===== config.mk =====
export PLATFORM = sky130hd
export DESIGN_NAME = tmde_entry
export DESIGN_NICKNAME = d
export VERILOG_FILES = /design/src/hdl/tmde_pkg.sv /design/src/hdl/tmde_entry.sv
export SDC_FILE = /design/constraint.sdc
export NUM_CORES = 1
export LEC_CHECK = 0
export BUFFER_PORTS_ARGS = -buffer_cell sky130_fd_sc_hd__buf_2
export CORE_MARGIN = 2
export CORE_UTILIZATION = 30
export CTS_CLUSTER_DIAMETER = 200
export DETAILED_ROUTE_END_ITERATION = 8
export PLACE_DENSITY = 0.6
export SYNTH_ARGS = -nofsm -noshare
export SYNTH_HDL_FRONTEND = slang
export SYNTH_SLANG_ARGS = --single-unit

===== constraint.sdc =====
create_clock -name clk_i -period 2.5 [get_ports clk_i]
set_input_delay 0.5 -clock clk_i [delete_from_list [all_inputs] [get_ports clk_i]]
set_output_delay 0.5 -clock clk_i [all_outputs]
set_load 0.1 [all_outputs]

===== src/hdl/tmde_pkg.sv =====
// constants and carriers of the miss and debug entry
// assumes one core clock, synchronous reset and a classic wishbone bus
package tmde_pkg;

  // ----------------------------------------------------------------
  // wishbone register offsets (byte addresses)
  // ----------------------------------------------------------------
  localparam logic [7:0] OFS_MACHINE_STATE  = 8'h00;
  localparam logic [7:0] OFS_VECTOR_PREFIX  = 8'h04;
  localparam logic [7:0] OFS_IRQ_RET_ADDR   = 8'h08;
  localparam logic [7:0] OFS_IRQ_SAVED      = 8'h0C;
  localparam logic [7:0] OFS_CRIT_RET_ADDR  = 8'h10;
  localparam logic [7:0] OFS_CRIT_SAVED     = 8'h14;
  localparam logic [7:0] OFS_DATA_FAULT     = 8'h18;
  localparam logic [7:0] OFS_SYNDROME       = 8'h1C;
  localparam logic [7:0] OFS_DEBUG_STATUS   = 8'h20;
  localparam logic [7:0] OFS_EVT_STATUS     = 8'h24;
  localparam logic [7:0] OFS_EVT_MASK       = 8'h28;

  // ----------------------------------------------------------------
  // machine state bit positions (bit 0 is the lsb)
  // ----------------------------------------------------------------
  localparam int MS_AUX_PROC_AVAIL   = 25;
  localparam int MS_AUX_PROC_EXC_EN  = 19;
  localparam int MS_WAIT_ENABLE      = 18;
  localparam int MS_CRITICAL_ENABLE  = 17;
  localparam int MS_EXT_IRQ_ENABLE   = 15;
  localparam int MS_PROBLEM_STATE    = 14;
  localparam int MS_FLOAT_AVAIL      = 13;
  localparam int MS_MCHK_ENABLE      = 12;
  localparam int MS_FLOAT_EXC_LO     = 11;
  localparam int MS_DEBUG_WAIT_EN    = 10;
  localparam int MS_DEBUG_IRQ_EN     = 9;
  localparam int MS_FLOAT_EXC_HI     = 8;
  localparam int MS_INSTR_XLATE_EN   = 5;
  localparam int MS_DATA_XLATE_EN    = 4;

  // bits cleared on a translation miss entry
  localparam logic [31:0] MISS_CLEAR_MASK = 32'h020CED30;
  // debug entry clears every enable but machine check
  localparam logic [31:0] DEBUG_CLEAR_MASK = MISS_CLEAR_MASK | 32'h00020200;

  // ----------------------------------------------------------------
  // syndrome and status layouts
  // ----------------------------------------------------------------
  localparam int SYN_MCHK_INSTR  = 31;
  localparam int SYN_STORE_FAULT = 23;
  localparam int EVT_DATA_MISS   = 0;
  localparam int EVT_INSTR_MISS  = 1;
  localparam int EVT_DEBUG       = 2;
  localparam int EVT_W           = 3;

  // ----------------------------------------------------------------
  // vectors and reset values
  // ----------------------------------------------------------------
  localparam logic [15:0] VEC_DATA_MISS  = 16'h1100;
  localparam logic [15:0] VEC_INSTR_MISS = 16'h1200;
  localparam logic [15:0] VEC_DEBUG      = 16'h2000;
  localparam logic [31:0] RST_MACHINE_STATE = 32'h00000000;
  localparam logic [15:0] RST_VECTOR_PREFIX = 16'h0000;
  localparam logic [31:0] RST_WORD          = 32'h00000000;

  // ----------------------------------------------------------------
  // debug event kinds
  // ----------------------------------------------------------------
  typedef enum logic [2:0] {
    DBG_BRANCH_TAKEN = 3'b000,
    DBG_DATA_ADDR    = 3'b001,
    DBG_DATA_VALUE   = 3'b010,
    DBG_INSTR_ADDR   = 3'b011,
    DBG_INSTR_DONE   = 3'b100,
    DBG_TRAP         = 3'b101,
    DBG_EXCEPTION    = 3'b110,
    DBG_UNCOND       = 3'b111
  } tmde_dbg_kind_e;

  // ----------------------------------------------------------------
  // carriers
  // ----------------------------------------------------------------
  typedef struct packed {
    logic        valid;
    logic        hit;
    logic        is_store;
    logic [31:0] instr_addr;
    logic [31:0] data_addr;
  } tmde_data_acc_s;

  typedef struct packed {
    logic        valid;
    logic        fetch_miss;
    logic [31:0] instr_addr;
  } tmde_instr_exec_s;

  typedef struct packed {
    logic           valid;
    tmde_dbg_kind_e kind;
    logic [31:0]    cause_addr;
    logic [31:0]    next_addr;
    logic [31:0]    exc_vector;
  } tmde_dbg_evt_s;

  typedef struct packed {
    logic        valid;
    logic        is_async;
    logic [31:0] pc;
  } tmde_redirect_s;

endpackage


===== src/hdl/tmde_entry.sv =====
// interrupt entry for translation misses and debug events, with returns
// assumes the pipeline, lookup unit and debug logic share clk_i
`timescale 1ns/1ns

// Function
// (RULE1) data miss when data translation on
// (RULE2) data miss saves instruction and data address
// (RULE3) syndrome: store flag, keep mchk, clear rest
// (RULE4) data miss precise, vector prefix plus 1100
// (RULE5) translation miss saves machine state
// (RULE6) translation miss clears listed enables only
// (RULE7) instruction miss only when executing, translation on
// (RULE8) instruction miss saves address, vector 1200
// (RULE9) classify debug events sync or async
// (RULE10) some debug events save causing address
// (RULE11) value match, completion save following address
// (RULE12) exception debug event saves original vector
// (RULE13) unconditional debug saves next address
// (RULE14) debug saves state, vector prefix plus 2000
// (RULE15) debug clears all enables but mchk
// (RULE16) debug status records event kind
// (RULE17) critical return restores from critical copies
// (RULE18) ordinary return restores from interrupt copies
// (RULE19) instruction miss leaves fault, syndrome alone
module tmde_entry
  import tmde_pkg::*;
(
  input  wire logic             clk_i,
  input  wire logic             rst_i,
  input  wire logic             wb_cyc_i,
  input  wire logic             wb_stb_i,
  input  wire logic             wb_we_i,
  input  wire logic [7:0]       wb_adr_i,
  input  wire logic [3:0]       wb_sel_i,
  input  wire logic [31:0]      wb_dat_i,
  output logic      [31:0]      wb_dat_o,
  output logic                  wb_ack_o,
  input  wire tmde_data_acc_s   data_acc_i,
  input  wire tmde_instr_exec_s instr_exec_i,
  input  wire tmde_dbg_evt_s    dbg_evt_i,
  input  wire logic             rfi_i,
  input  wire logic             rfci_i,
  output tmde_redirect_s        redirect_o,
  output logic      [31:0]      machine_state_o,
  output logic                  irq_o
);

  // ----------------------------------------------------------------
  // state
  // ----------------------------------------------------------------
  logic [31:0]        machine_state_r;
  logic [15:0]        vector_prefix_r;
  logic [31:0]        irq_return_addr_r;
  logic [31:0]        irq_saved_state_r;
  logic [31:0]        critical_return_addr_r;
  logic [31:0]        critical_saved_state_r;
  logic [31:0]        data_fault_address_r;
  logic [31:0]        exception_syndrome_r;
  logic [7:0]         debug_status_reg_r;
  logic [EVT_W-1:0]   evt_status_r;
  logic [EVT_W-1:0]   evt_mask_r;
  logic               ack_r;
  logic [31:0]        rd_data_r;
  tmde_redirect_s     redirect_r;

  // ----------------------------------------------------------------
  // bus decode
  // ----------------------------------------------------------------
  logic               bus_req;
  logic               wr_fire;
  logic [31:0]        rd_mux;

  function automatic logic [31:0] merge(input logic [31:0] old_v,
                                        input logic [31:0] new_v,
                                        input logic [3:0]  sel);
    logic [31:0] res;
    res = old_v;
    for (int b = 0; b < 4; b++) begin
      if (sel[b]) begin
        res[b*8 +: 8] = new_v[b*8 +: 8];
      end
    end
    return res;
  endfunction

  assign bus_req = wb_cyc_i & wb_stb_i;
  // writes land on the edge the master sees ack
  assign wr_fire = bus_req & wb_we_i & ack_r;

  logic [31:0] wmask;
  assign wmask = merge(32'h00000000, 32'hFFFFFFFF, wb_sel_i);

  always_comb begin
    rd_mux = 32'h00000000;
    case (wb_adr_i)
      OFS_MACHINE_STATE: rd_mux = machine_state_r;
      OFS_VECTOR_PREFIX: rd_mux = {16'h0000, vector_prefix_r};
      OFS_IRQ_RET_ADDR:  rd_mux = irq_return_addr_r;
      OFS_IRQ_SAVED:     rd_mux = irq_saved_state_r;
      OFS_CRIT_RET_ADDR: rd_mux = critical_return_addr_r;
      OFS_CRIT_SAVED:    rd_mux = critical_saved_state_r;
      OFS_DATA_FAULT:    rd_mux = data_fault_address_r;
      OFS_SYNDROME:      rd_mux = exception_syndrome_r;
      OFS_DEBUG_STATUS:  rd_mux = {24'h000000, debug_status_reg_r};
      OFS_EVT_STATUS:    rd_mux = {29'h00000000, evt_status_r};
      OFS_EVT_MASK:      rd_mux = {29'h00000000, evt_mask_r};
      default:           rd_mux = 32'h00000000;
    endcase
  end

  always_ff @(posedge clk_i) begin
    if (rst_i) begin
      ack_r     <= 1'b0;
      rd_data_r <= RST_WORD;
    end else begin
      ack_r <= bus_req & ~ack_r;
      if (bus_req & ~ack_r) begin
        rd_data_r <= rd_mux;
      end
    end
  end

  assign wb_ack_o = ack_r;
  assign wb_dat_o = rd_data_r;

  // ----------------------------------------------------------------
  // event decode and priority
  // ----------------------------------------------------------------
  logic dmiss_take;
  logic imiss_take;
  logic dbg_take;
  logic take_dmiss;
  logic take_imiss;
  logic take_dbg;
  logic take_rfi;
  logic take_rfci;
  logic dbg_is_async;

  // lookup result already compares address and process tag
  assign dmiss_take = data_acc_i.valid & ~data_acc_i.hit
                    & machine_state_r[MS_DATA_XLATE_EN];       // [RULE1]
  assign imiss_take = instr_exec_i.valid & instr_exec_i.fetch_miss
                    & machine_state_r[MS_INSTR_XLATE_EN];      // [RULE7]
  assign dbg_take   = dbg_evt_i.valid & machine_state_r[MS_DEBUG_IRQ_EN];

  // critical class first; an older instruction miss beats a data miss
  assign take_dbg   = dbg_take;
  assign take_imiss = imiss_take & ~dbg_take;
  assign take_dmiss = dmiss_take & ~dbg_take & ~imiss_take;
  // a return that meets an entry is dropped; the pipeline replays it
  assign take_rfci  = rfci_i & ~dbg_take & ~imiss_take & ~dmiss_take;
  assign take_rfi   = rfi_i & ~rfci_i & ~dbg_take & ~imiss_take
                    & ~dmiss_take;

  always_comb begin
    case (dbg_evt_i.kind)
      DBG_EXCEPTION: dbg_is_async = 1'b1;                      // [RULE9]
      DBG_UNCOND:    dbg_is_async = 1'b1;                      // [RULE9]
      default:       dbg_is_async = 1'b0;                      // [RULE9]
    endcase
  end

  logic [31:0] dbg_save_addr;

  always_comb begin
    case (dbg_evt_i.kind)
      DBG_BRANCH_TAKEN: dbg_save_addr = dbg_evt_i.cause_addr;  // [RULE10]
      DBG_DATA_ADDR:    dbg_save_addr = dbg_evt_i.cause_addr;  // [RULE10]
      DBG_INSTR_ADDR:   dbg_save_addr = dbg_evt_i.cause_addr;  // [RULE10]
      DBG_TRAP:         dbg_save_addr = dbg_evt_i.cause_addr;  // [RULE10]
      DBG_DATA_VALUE:   dbg_save_addr = dbg_evt_i.next_addr;   // [RULE11]
      DBG_INSTR_DONE:   dbg_save_addr = dbg_evt_i.next_addr;   // [RULE11]
      DBG_EXCEPTION:    dbg_save_addr = dbg_evt_i.exc_vector;  // [RULE12]
      DBG_UNCOND:       dbg_save_addr = dbg_evt_i.next_addr;   // [RULE13]
      default:          dbg_save_addr = dbg_evt_i.cause_addr;
    endcase
  end

  // ----------------------------------------------------------------
  // machine state and vector prefix
  // ----------------------------------------------------------------
  always_ff @(posedge clk_i) begin
    if (rst_i) begin
      machine_state_r <= RST_MACHINE_STATE;
    end else if (take_dbg) begin
      machine_state_r <= machine_state_r & ~DEBUG_CLEAR_MASK;  // [RULE15]
    end else if (take_imiss | take_dmiss) begin
      machine_state_r <= machine_state_r & ~MISS_CLEAR_MASK;   // [RULE6]
    end else if (take_rfci) begin
      machine_state_r <= critical_saved_state_r;               // [RULE17]
    end else if (take_rfi) begin
      machine_state_r <= irq_saved_state_r;                    // [RULE18]
    end else if (wr_fire && wb_adr_i == OFS_MACHINE_STATE) begin
      machine_state_r <= merge(machine_state_r, wb_dat_i, wb_sel_i);
    end
  end

  always_ff @(posedge clk_i) begin
    if (rst_i) begin
      vector_prefix_r <= RST_VECTOR_PREFIX;
    end else if (wr_fire && wb_adr_i == OFS_VECTOR_PREFIX) begin
      vector_prefix_r <= (vector_prefix_r & ~wmask[15:0])
                       | (wb_dat_i[15:0] & wmask[15:0]);
    end
  end

  // ----------------------------------------------------------------
  // interrupt-class save registers
  // ----------------------------------------------------------------
  always_ff @(posedge clk_i) begin
    if (rst_i) begin
      irq_return_addr_r <= RST_WORD;
      irq_saved_state_r <= RST_WORD;
    end else if (take_dmiss) begin
      irq_return_addr_r <= data_acc_i.instr_addr;              // [RULE2]
      irq_saved_state_r <= machine_state_r;                    // [RULE5]
    end else if (take_imiss) begin
      irq_return_addr_r <= instr_exec_i.instr_addr;            // [RULE8]
      irq_saved_state_r <= machine_state_r;                    // [RULE5]
    end else if (wr_fire) begin
      if (wb_adr_i == OFS_IRQ_RET_ADDR) begin
        irq_return_addr_r <= merge(irq_return_addr_r, wb_dat_i, wb_sel_i);
      end
      if (wb_adr_i == OFS_IRQ_SAVED) begin
        irq_saved_state_r <= merge(irq_saved_state_r, wb_dat_i, wb_sel_i);
      end
    end
  end

  // instruction misses never touch these two
  always_ff @(posedge clk_i) begin
    if (rst_i) begin
      data_fault_address_r <= RST_WORD;
      exception_syndrome_r <= RST_WORD;
    end else if (take_dmiss) begin
      data_fault_address_r <= data_acc_i.data_addr;            // [RULE2]
      exception_syndrome_r <= RST_WORD;                        // [RULE3]
      exception_syndrome_r[SYN_MCHK_INSTR] <=
        exception_syndrome_r[SYN_MCHK_INSTR];                  // [RULE3]
      // cache zero and invalidate ops arrive flagged as stores
      exception_syndrome_r[SYN_STORE_FAULT] <=
        data_acc_i.is_store;                                   // [RULE3]
    end else if (wr_fire && !take_imiss) begin                 // [RULE19]
      if (wb_adr_i == OFS_DATA_FAULT) begin
        data_fault_address_r <= merge(data_fault_address_r, wb_dat_i,
                                      wb_sel_i);
      end
      if (wb_adr_i == OFS_SYNDROME) begin
        exception_syndrome_r <= merge(exception_syndrome_r, wb_dat_i,
                                      wb_sel_i);
      end
    end
  end

  // ----------------------------------------------------------------
  // critical-class save registers and debug status
  // ----------------------------------------------------------------
  always_ff @(posedge clk_i) begin
    if (rst_i) begin
      critical_return_addr_r <= RST_WORD;
      critical_saved_state_r <= RST_WORD;
    end else if (take_dbg) begin
      critical_return_addr_r <= dbg_save_addr;
      critical_saved_state_r <= machine_state_r;               // [RULE14]
    end else if (wr_fire) begin
      if (wb_adr_i == OFS_CRIT_RET_ADDR) begin
        critical_return_addr_r <= merge(critical_return_addr_r, wb_dat_i,
                                        wb_sel_i);
      end
      if (wb_adr_i == OFS_CRIT_SAVED) begin
        critical_saved_state_r <= merge(critical_saved_state_r, wb_dat_i,
                                        wb_sel_i);
      end
    end
  end

  // one-hot by kind; a new event wins over a write-one clear
  logic [7:0] dbg_kind_hot;
  logic [7:0] dbg_clr;
  assign dbg_kind_hot = take_dbg ? (8'h01 << dbg_evt_i.kind) : 8'h00;
  assign dbg_clr = (wr_fire && wb_adr_i == OFS_DEBUG_STATUS)
                 ? (wb_dat_i[7:0] & wmask[7:0]) : 8'h00;

  always_ff @(posedge clk_i) begin
    if (rst_i) begin
      debug_status_reg_r <= 8'h00;
    end else begin
      debug_status_reg_r <= (debug_status_reg_r & ~dbg_clr)
                          | dbg_kind_hot;                      // [RULE16]
    end
  end

  // ----------------------------------------------------------------
  // redirect to the pipeline
  // ----------------------------------------------------------------
  // registered: clean one-cycle pulse to fetch
  always_ff @(posedge clk_i) begin
    if (rst_i) begin
      redirect_r <= '0;
    end else begin
      redirect_r.valid    <= take_dbg | take_imiss | take_dmiss
                           | take_rfci | take_rfi;
      redirect_r.is_async <= take_dbg & dbg_is_async;          // [RULE9]
      if (take_dbg) begin
        redirect_r.pc <= {vector_prefix_r, VEC_DEBUG};         // [RULE14]
      end else if (take_imiss) begin
        redirect_r.pc <= {vector_prefix_r, VEC_INSTR_MISS};    // [RULE8]
      end else if (take_dmiss) begin
        redirect_r.pc <= {vector_prefix_r, VEC_DATA_MISS};     // [RULE4]
      end else if (take_rfci) begin
        redirect_r.pc <= critical_return_addr_r;               // [RULE17]
      end else if (take_rfi) begin
        redirect_r.pc <= irq_return_addr_r;                    // [RULE18]
      end
    end
  end

  assign redirect_o      = redirect_r;
  assign machine_state_o = machine_state_r;

  // ----------------------------------------------------------------
  // event status, mask and interrupt line
  // ----------------------------------------------------------------
  logic [EVT_W-1:0] evt_set;
  logic [EVT_W-1:0] evt_clr;

  assign evt_set[EVT_DATA_MISS]  = take_dmiss;
  assign evt_set[EVT_INSTR_MISS] = take_imiss;
  assign evt_set[EVT_DEBUG]      = take_dbg;
  assign evt_clr = (wr_fire && wb_adr_i == OFS_EVT_STATUS)
                 ? (wb_dat_i[EVT_W-1:0] & wmask[EVT_W-1:0])
                 : {EVT_W{1'b0}};

  always_ff @(posedge clk_i) begin
    if (rst_i) begin
      evt_status_r <= {EVT_W{1'b0}};
    end else begin
      evt_status_r <= (evt_status_r & ~evt_clr) | evt_set;
    end
  end

  always_ff @(posedge clk_i) begin
    if (rst_i) begin
      evt_mask_r <= {EVT_W{1'b0}};
    end else if (wr_fire && wb_adr_i == OFS_EVT_MASK) begin
      evt_mask_r <= (evt_mask_r & ~wmask[EVT_W-1:0])
                  | (wb_dat_i[EVT_W-1:0] & wmask[EVT_W-1:0]);
    end
  end

  always_ff @(posedge clk_i) begin
    if (rst_i) begin
      irq_o <= 1'b0;
    end else begin
      irq_o <= |((evt_status_r & ~evt_clr | evt_set) & evt_mask_r);
    end
  end

endmodule


==> run_results.csv, run 1 <==
group,metric,value,unit
status,outcome,"complete, no violations",
timing,period_share,92.7,%
clocking,cts_sinks,322,
timing,fin_skew,15.9,ps
yosys,synth_area,17300,um^2
yosys,avgSynthCellArea,8.76,um^2
timing,setup_viol,0,
detailed_routing,drt_iter0_markers,2427,
yosys,syn_nets,2226,
floorplanning,die_area,59600,um^2
yosys,synth.most_common_cell,"dfxtp_1",
timing,slew_viol_final,0,
clocking,cts_htree_levels,2,
detailed_routing,num_vias,19336,
final_layout,seqCellArea,6450,um^2
detailed_routing,drcViolationCount,0,
clocking,path_clk_slew,60,ps
yosys,ys_types,79,
grt,grt_pass1_wl,127000,um
critical_path,startpoint_type,"flop",
min_path,min_path_cells,3,
min_path,hold_start,"dbg_evt_i[57]",
grt,grt_max_degree,76,
min_path,hold_class,"input port to flop",
clocking,cts_tree,"yes",
final_layout,multiInputGateArea,9850,um^2
critical_path,ff2ff_setup_slack,180,ps
yosys,ys_ff_latch,322,
final_layout,fillCellCount,5674,
placement,dp_hpwl,64800,um
placement,numPortBuffers,351,
floorplanning,rows,87,
final_layout,final_nets,2586,
timing,whs,215,ps
critical_path,cp.arrival,2710,ps
yosys,yosysSeqAreaShare,37.3,%
detailed_routing,drtAntennaViolNets,0,
clocking,cts_resized,0,
grt,grt_usage,28.6,%
yosys,synth-main-ff-cell,"dfxtp_1",
grt,grt_remaining_overflow,0,
floorplanning,initial_core_util,30.5,%
yosys,ys_warn_count,0,
clocking,cts_made_buffers,39,
critical_path,cp_max_fo,11,
floorplanning,io-pin-count,352,
pwr,p_leak,9.11,nW
yosys,syn_inst,1974,
timing,fmax,0.432,GHz
detailed_routing,vias_per_cell,6.19,
clocking,ctsHoldBuffers,0,
yosys,yosysTopAreaCell,"dfxtp_1",
final_layout,area_growth,28.4,%
floorplanning,die_y,244,um
pwr,irDropWorstVdd,0.419,mV
yosys,synthDominantCellAreaShare,37.3,%
final_layout,fin_util,39.1,%
clocking,clock_latency,560,ps
yosys,async_flop_share,0,%
yosys,synth_commonest_cells,"322 x dfxtp_1, 179 x nor2_1, 164 x clkbuf_1, 151 x nand2_1, 108 x o21ai_0",
clocking,postCtsSetupBuffers,0,
timing,finalCriticalPeriod,2320,ps
floorplanning,die_w,244,um
critical_path,end_kind,"flop",
critical_path,r2r-start,"machine_state_o[9]",
critical_path,crit_type,"flop to flop",
yosys,netlist_top_cells_area,"dfxtp_1 37%, mux2i_1 5.7%, a221oi_1 4.3%",
placement,gp_congestion,0.967,
grt,first_global_vias,18713,
clocking,cts-root-buf,"clkbuf_16",
clocking,cts_buffer_depth,3,
timing,final.setup.tns,0,ps
detailed_routing,routed_wl,88400,um
final_layout,finalNonFillerCells,3122,
detailed_routing,first_pass_iters,8,
grt,antenna_found_initial,8,
timing,slew_headroom,30.3,%
placement,place_inst,3049,
pwr,cellPowerDensity,654,nW/um^2
min_path,whs_endpoint,"critical_return_addr_r[25]",
yosys,synth_edf_count,0,
job,cap_viol_max_count,0,
timing,rsz0062_at_grt,"no",
detailed_routing,wl_per_cell,28.3,um
timing,hold_viol,0,
timing,worst_pin_slew,1040,ps
final_layout,drive_above_1_share,29.1,%
critical_path,reg2regPathDepth,5,
critical_path,r2r_end,"irq_return_addr_r[31]",
critical_path,critPathRequiredTime,2900,ps
floorplanning,core,56700,um^2
-- placed cells by master (no fill, tap or decap), drive strengths merged, types with 6 or more instances in the layout --
master	n
dfxtp	322
nor2	180
mux2	21
mux2i	99
a21o	12
o211ai	30
o31a	13
clkbuf	58
o22ai	18
buf	527
o221ai	8
a31oi	13
o2111ai	12
nand2	151
and2	10
a32oi	11
a211oi	64
inv	57
o2bb2ai	14
nand3	92
a221o	9
or3	10
mux4	29
nand4	23
clkinv	6
a22oi	64
a221oi	85
nor4	10
nor3	17
o31ai	19
a311oi	72
a22o	19
a21oi	69
o21ai	114
o32ai	19
-- worst max-delay path, cell delays in order (launching register included) --
cell and delay (ps):
dfxtp_2 460, a32o_1 600, nor2_4 220, buf_4 220, a22oi_1 470, a221oi_1 170
-- power by group --
group | total [mW] | internal (mW) | switching [mW]
logic | 2.83 | 0.818 | 2.01
registers | 5.60 | 5.35 | 0.243
clock network | 6.09 | 3.72 | 2.37
-- flip-flops by register name (all words and copies together) (netlist names), named ones only --
signal                  count
irq_o                       1
data_fault_address_r       32
irq_return_addr_r          32
exception_syndrome_r       32
wb_ack_o                    1
machine_state_o            32
evt_status_r                3
redirect_o                 34
critical_return_addr_r     32
irq_saved_state_r          32
debug_status_reg_r          8
wb_dat_o                   32
critical_saved_state_r     32
-- layer usage --
metal,wire [um],part of all wire [%],GRT usage [%],up-vias
met3,9290,11,7.73,247
met5,57,0.064,0,-
met4,4400,5.0,13.7,10
li1,-,-,-,8351
met1,35700,40,37.3,9509
met2,39000,44,43.7,1219
-- area by class of cell --
class	count	share of cell area, %
diodes	3	0.0338
clock buffers	58	5.22
inverters	58	0.981
multi-input cells	1386	44.4
clock inverters	12	0.857
flip-flops and latches	322	29.1
well taps	756	4.26
repair buffers	527	15.2
-- stage by stage --
stage | instance area (um^2) | total power [mW] | worst slack, ps
floorplan | 17300 | 7.31 | 143
global placement | 20800 | 8.43 | 122
detailed placement | 20800 | 8.47 | 45.4
CTS | 22200 | 14.5 | 274
global route | 22200 | 14.9 | 85.5
finish | 22200 | 14.5 | 183
-- kinds of logic (layout without fill, tap and decap cells) --
family	count (synthesis)	in the layout	share of synthesized area, %
other cells	0	3	0
compound gates	700	700	30.6
flops	322	322	37.3
buf+inv	266	655	6.28
mux	149	149	10.9
simple gates	537	537	14.9
-- worst max path at each step --
stage / start / to / depth (start not counted)
after global placement: wb_adr_i[3] / machine_state_o[27] / 6
final: machine_state_o[9] / irq_return_addr_r[31] / 5
after CTS: machine_state_o[9] / irq_return_addr_r[31] / 5
after floorplan: wb_ack_o / irq_saved_state_r[12] / 6
after detailed placement: instr_exec_i[33] / irq_return_addr_r[30] / 7
after global routing: machine_state_o[9] / machine_state_o[27] / 5
No activity file was read; power rests on OpenSTA's default activity.
==> inputs of run 2 (changes only) <==
--- a/config.mk
+++ b/config.mk
@@ -6,6 +6,7 @@
 export NUM_CORES = 1
 export LEC_CHECK = 0
 export BUFFER_PORTS_ARGS = -buffer_cell sky130_fd_sc_hd__buf_2
+export CORE_ASPECT_RATIO = 0.9
 export CORE_MARGIN = 2
 export CORE_UTILIZATION = 30
 export CTS_CLUSTER_DIAMETER = 200
==> run_results.csv, run 2 (synthesis results as in run 1) <==
group,metric,value,unit
status,outcome,"complete, no violations",
pwr,irDropWorstVdd,0.420,mV
clocking,ctsHoldBuffers,0,
pwr,switching_share,32.3,%
floorplanning,die_w,257,um
clocking,cts-root-buf,"clkbuf_16",
detailed_routing,num_vias,19097,
final_layout,drive_above_1_share,29.0,%
clocking,cts_sinks,322,
final_layout,final_nets,2580,
floorplanning,core,57000,um^2
timing,rsz0062_at_grt,"no",
detailed_routing,drtAntennaViolNets,0,
critical_path,cp_max_fo,12,
clocking,path_clk_slew,60,ps
timing,fin_ws,236,ps
clocking,postCtsSetupBuffers,0,
placement,gp_congestion,0.934,
timing,fmax,0.442,GHz
placement,preCtsSetupSlack,-3.59,ps
floorplanning,initial_core_util,30.3,%
timing,slew_viol_final,0,
critical_path,end_kind,"flop",
final_layout,layout_commonest_cell,"buf_2",
clocking,cts_htree_levels,2,
timing,worst_pin_slew,895,ps
final_layout,final_cell_mix,"349 x buf_2, 318 x dfxtp_1, 177 x nor2_1",
final_layout,antenna_cells,0,
detailed_routing,routed_wl,88200,um
placement,numPortBuffers,351,
grt,grt_pass1_wl,126000,um
timing,hold_viol,0,
clocking,clock_latency,570,ps
grt,first_global_vias,18064,
detailed_routing,wl_per_cell,28.3,um
detailed_routing,vias_per_cell,6.12,
final_layout,finalNonFillerCells,3120,
timing,fin_skew,23.7,ps
final_layout,multiInputGateArea,9850,um^2
pwr,seqPwrFrac,39.8,%
job,cap_viol_max_count,0,
pwr,clkPwrFrac,40.6,%
critical_path,cpMaxStageDelayCell,"a32o_1",
final_layout,seqCellArea,6450,um^2
min_path,hold_class,"input port to flop",
final_layout,area_growth,27.4,%
timing,setup_viol,0,
timing,slew_headroom,40.2,%
pwr,p_leak,9.04,nW
critical_path,cpPeakStageDelay,410,ps
critical_path,startpoint_type,"flop",
clocking,cts_buffer_depth,3,
final_layout,fillCellCount,5756,
floorplanning,die_y,232,um
timing,period_share,90.5,%
critical_path,critPathRequiredTime,2930,ps
clocking,cts_tree,"yes",
floorplanning,rows,83,
critical_path,worst_path_most_repeated_cell,"buf_4",
pwr,intPower,9.57,mW
grt,antenna_found_initial,4,
clocking,cts_resized,0,
grt,grt_max_degree,64,
floorplanning,die_area,59600,um^2
final_layout,largest_reg_flops,34,
placement,place_inst,3053,
critical_path,crit_type,"flop to flop",
floorplanning,io-pin-count,352,
grt,grt_usage,28.5,%
pwr,totalPowerFinal,14.1,mW
critical_path,path_cells,"a32o_1, buf_4, nor2_1, nand2_1, buf_4, a21oi_1",
pwr,cellPowerDensity,642,nW/um^2
grt,grt_remaining_overflow,0,
placement,dp_hpwl,65700,um
critical_path,cp.arrival,2690,ps
pwr,p_switching,4.57,mW
detailed_routing,first_pass_iters,6,
clocking,cts_made_buffers,38,
pwr,pwr-share-comb,19.6,%
timing,finalCriticalPeriod,2260,ps
timing,whs,207,ps
detailed_routing,drt_iter0_markers,2336,
detailed_routing,drcViolationCount,0,
## run 2: final timing paths
check / startpoint / endpoint / slack [ps] / cells after the start
min reg2reg: redirect_o[31] / redirect_o[31] / 460 / 2
max reg2reg: machine_state_o[9] / machine_state_o[5] / 240 / 6
max: machine_state_o[9] / machine_state_o[5] / 240 / 6
min: dbg_evt_i[51] / critical_return_addr_r[19] / 210 / 3
## run 2: cell type report
class / instances / share of cell area (%)
multi-input cells: 1386 / 44.7
flip-flops and latches: 322 / 29.3
repair buffers: 522 / 14.9
clock buffers: 58 / 5.30
well taps: 765 / 4.35
inverters: 58 / 0.988
clock inverters: 9 / 0.449
## run 2: critical path: cells and delay by family (launching register included)
kind,cells,cell delay [ps]
AOI/OAI and AO/OA,2,750
buffers and inverters,2,490
and+or+nand+nor,2,490
DFF,1,390
## run 2: power groups by stage
| stage | clock network, mW | registers, mW | logic (mW) |
|---|---|---|---|
| 3_5_place_dp | 0 | 5.72 | 2.72 |
| 6_report | 5.75 | 5.63 | 2.78 |
| 4_1_cts | 5.79 | 5.61 | 2.72 |
| 5_1_grt | 6.00 | 5.64 | 2.90 |
| 2_1_floorplan | 0 | 6.23 | 1.09 |
| 3_3_place_gp | 0 | 5.72 | 2.68 |
## run 2: metal layers
layer  track usage, %  share of wire [%]  wire length [um]  vias to the layer above
met5                0              0.020                18                        -
met4             9.99                3.4              2990                        4
met2             42.2                 43             37800                     1225
met1             39.2                 42             37200                     9350
met3             8.33                 12             10200                      176
li1                 -                  -                 -                     8342
## run 2: per-stage QoR
stage          instance area, um^2  utilization (%)  TNS (ps)
4_1_cts                      22000             38.6         0
5_1_grt                      22000             38.6         0
2_1_floorplan                17300                -         0
3_3_place_gp                 20800             36.4         0
6_report                     22000             38.6         0
3_5_place_dp                 20800             36.4     -5.58
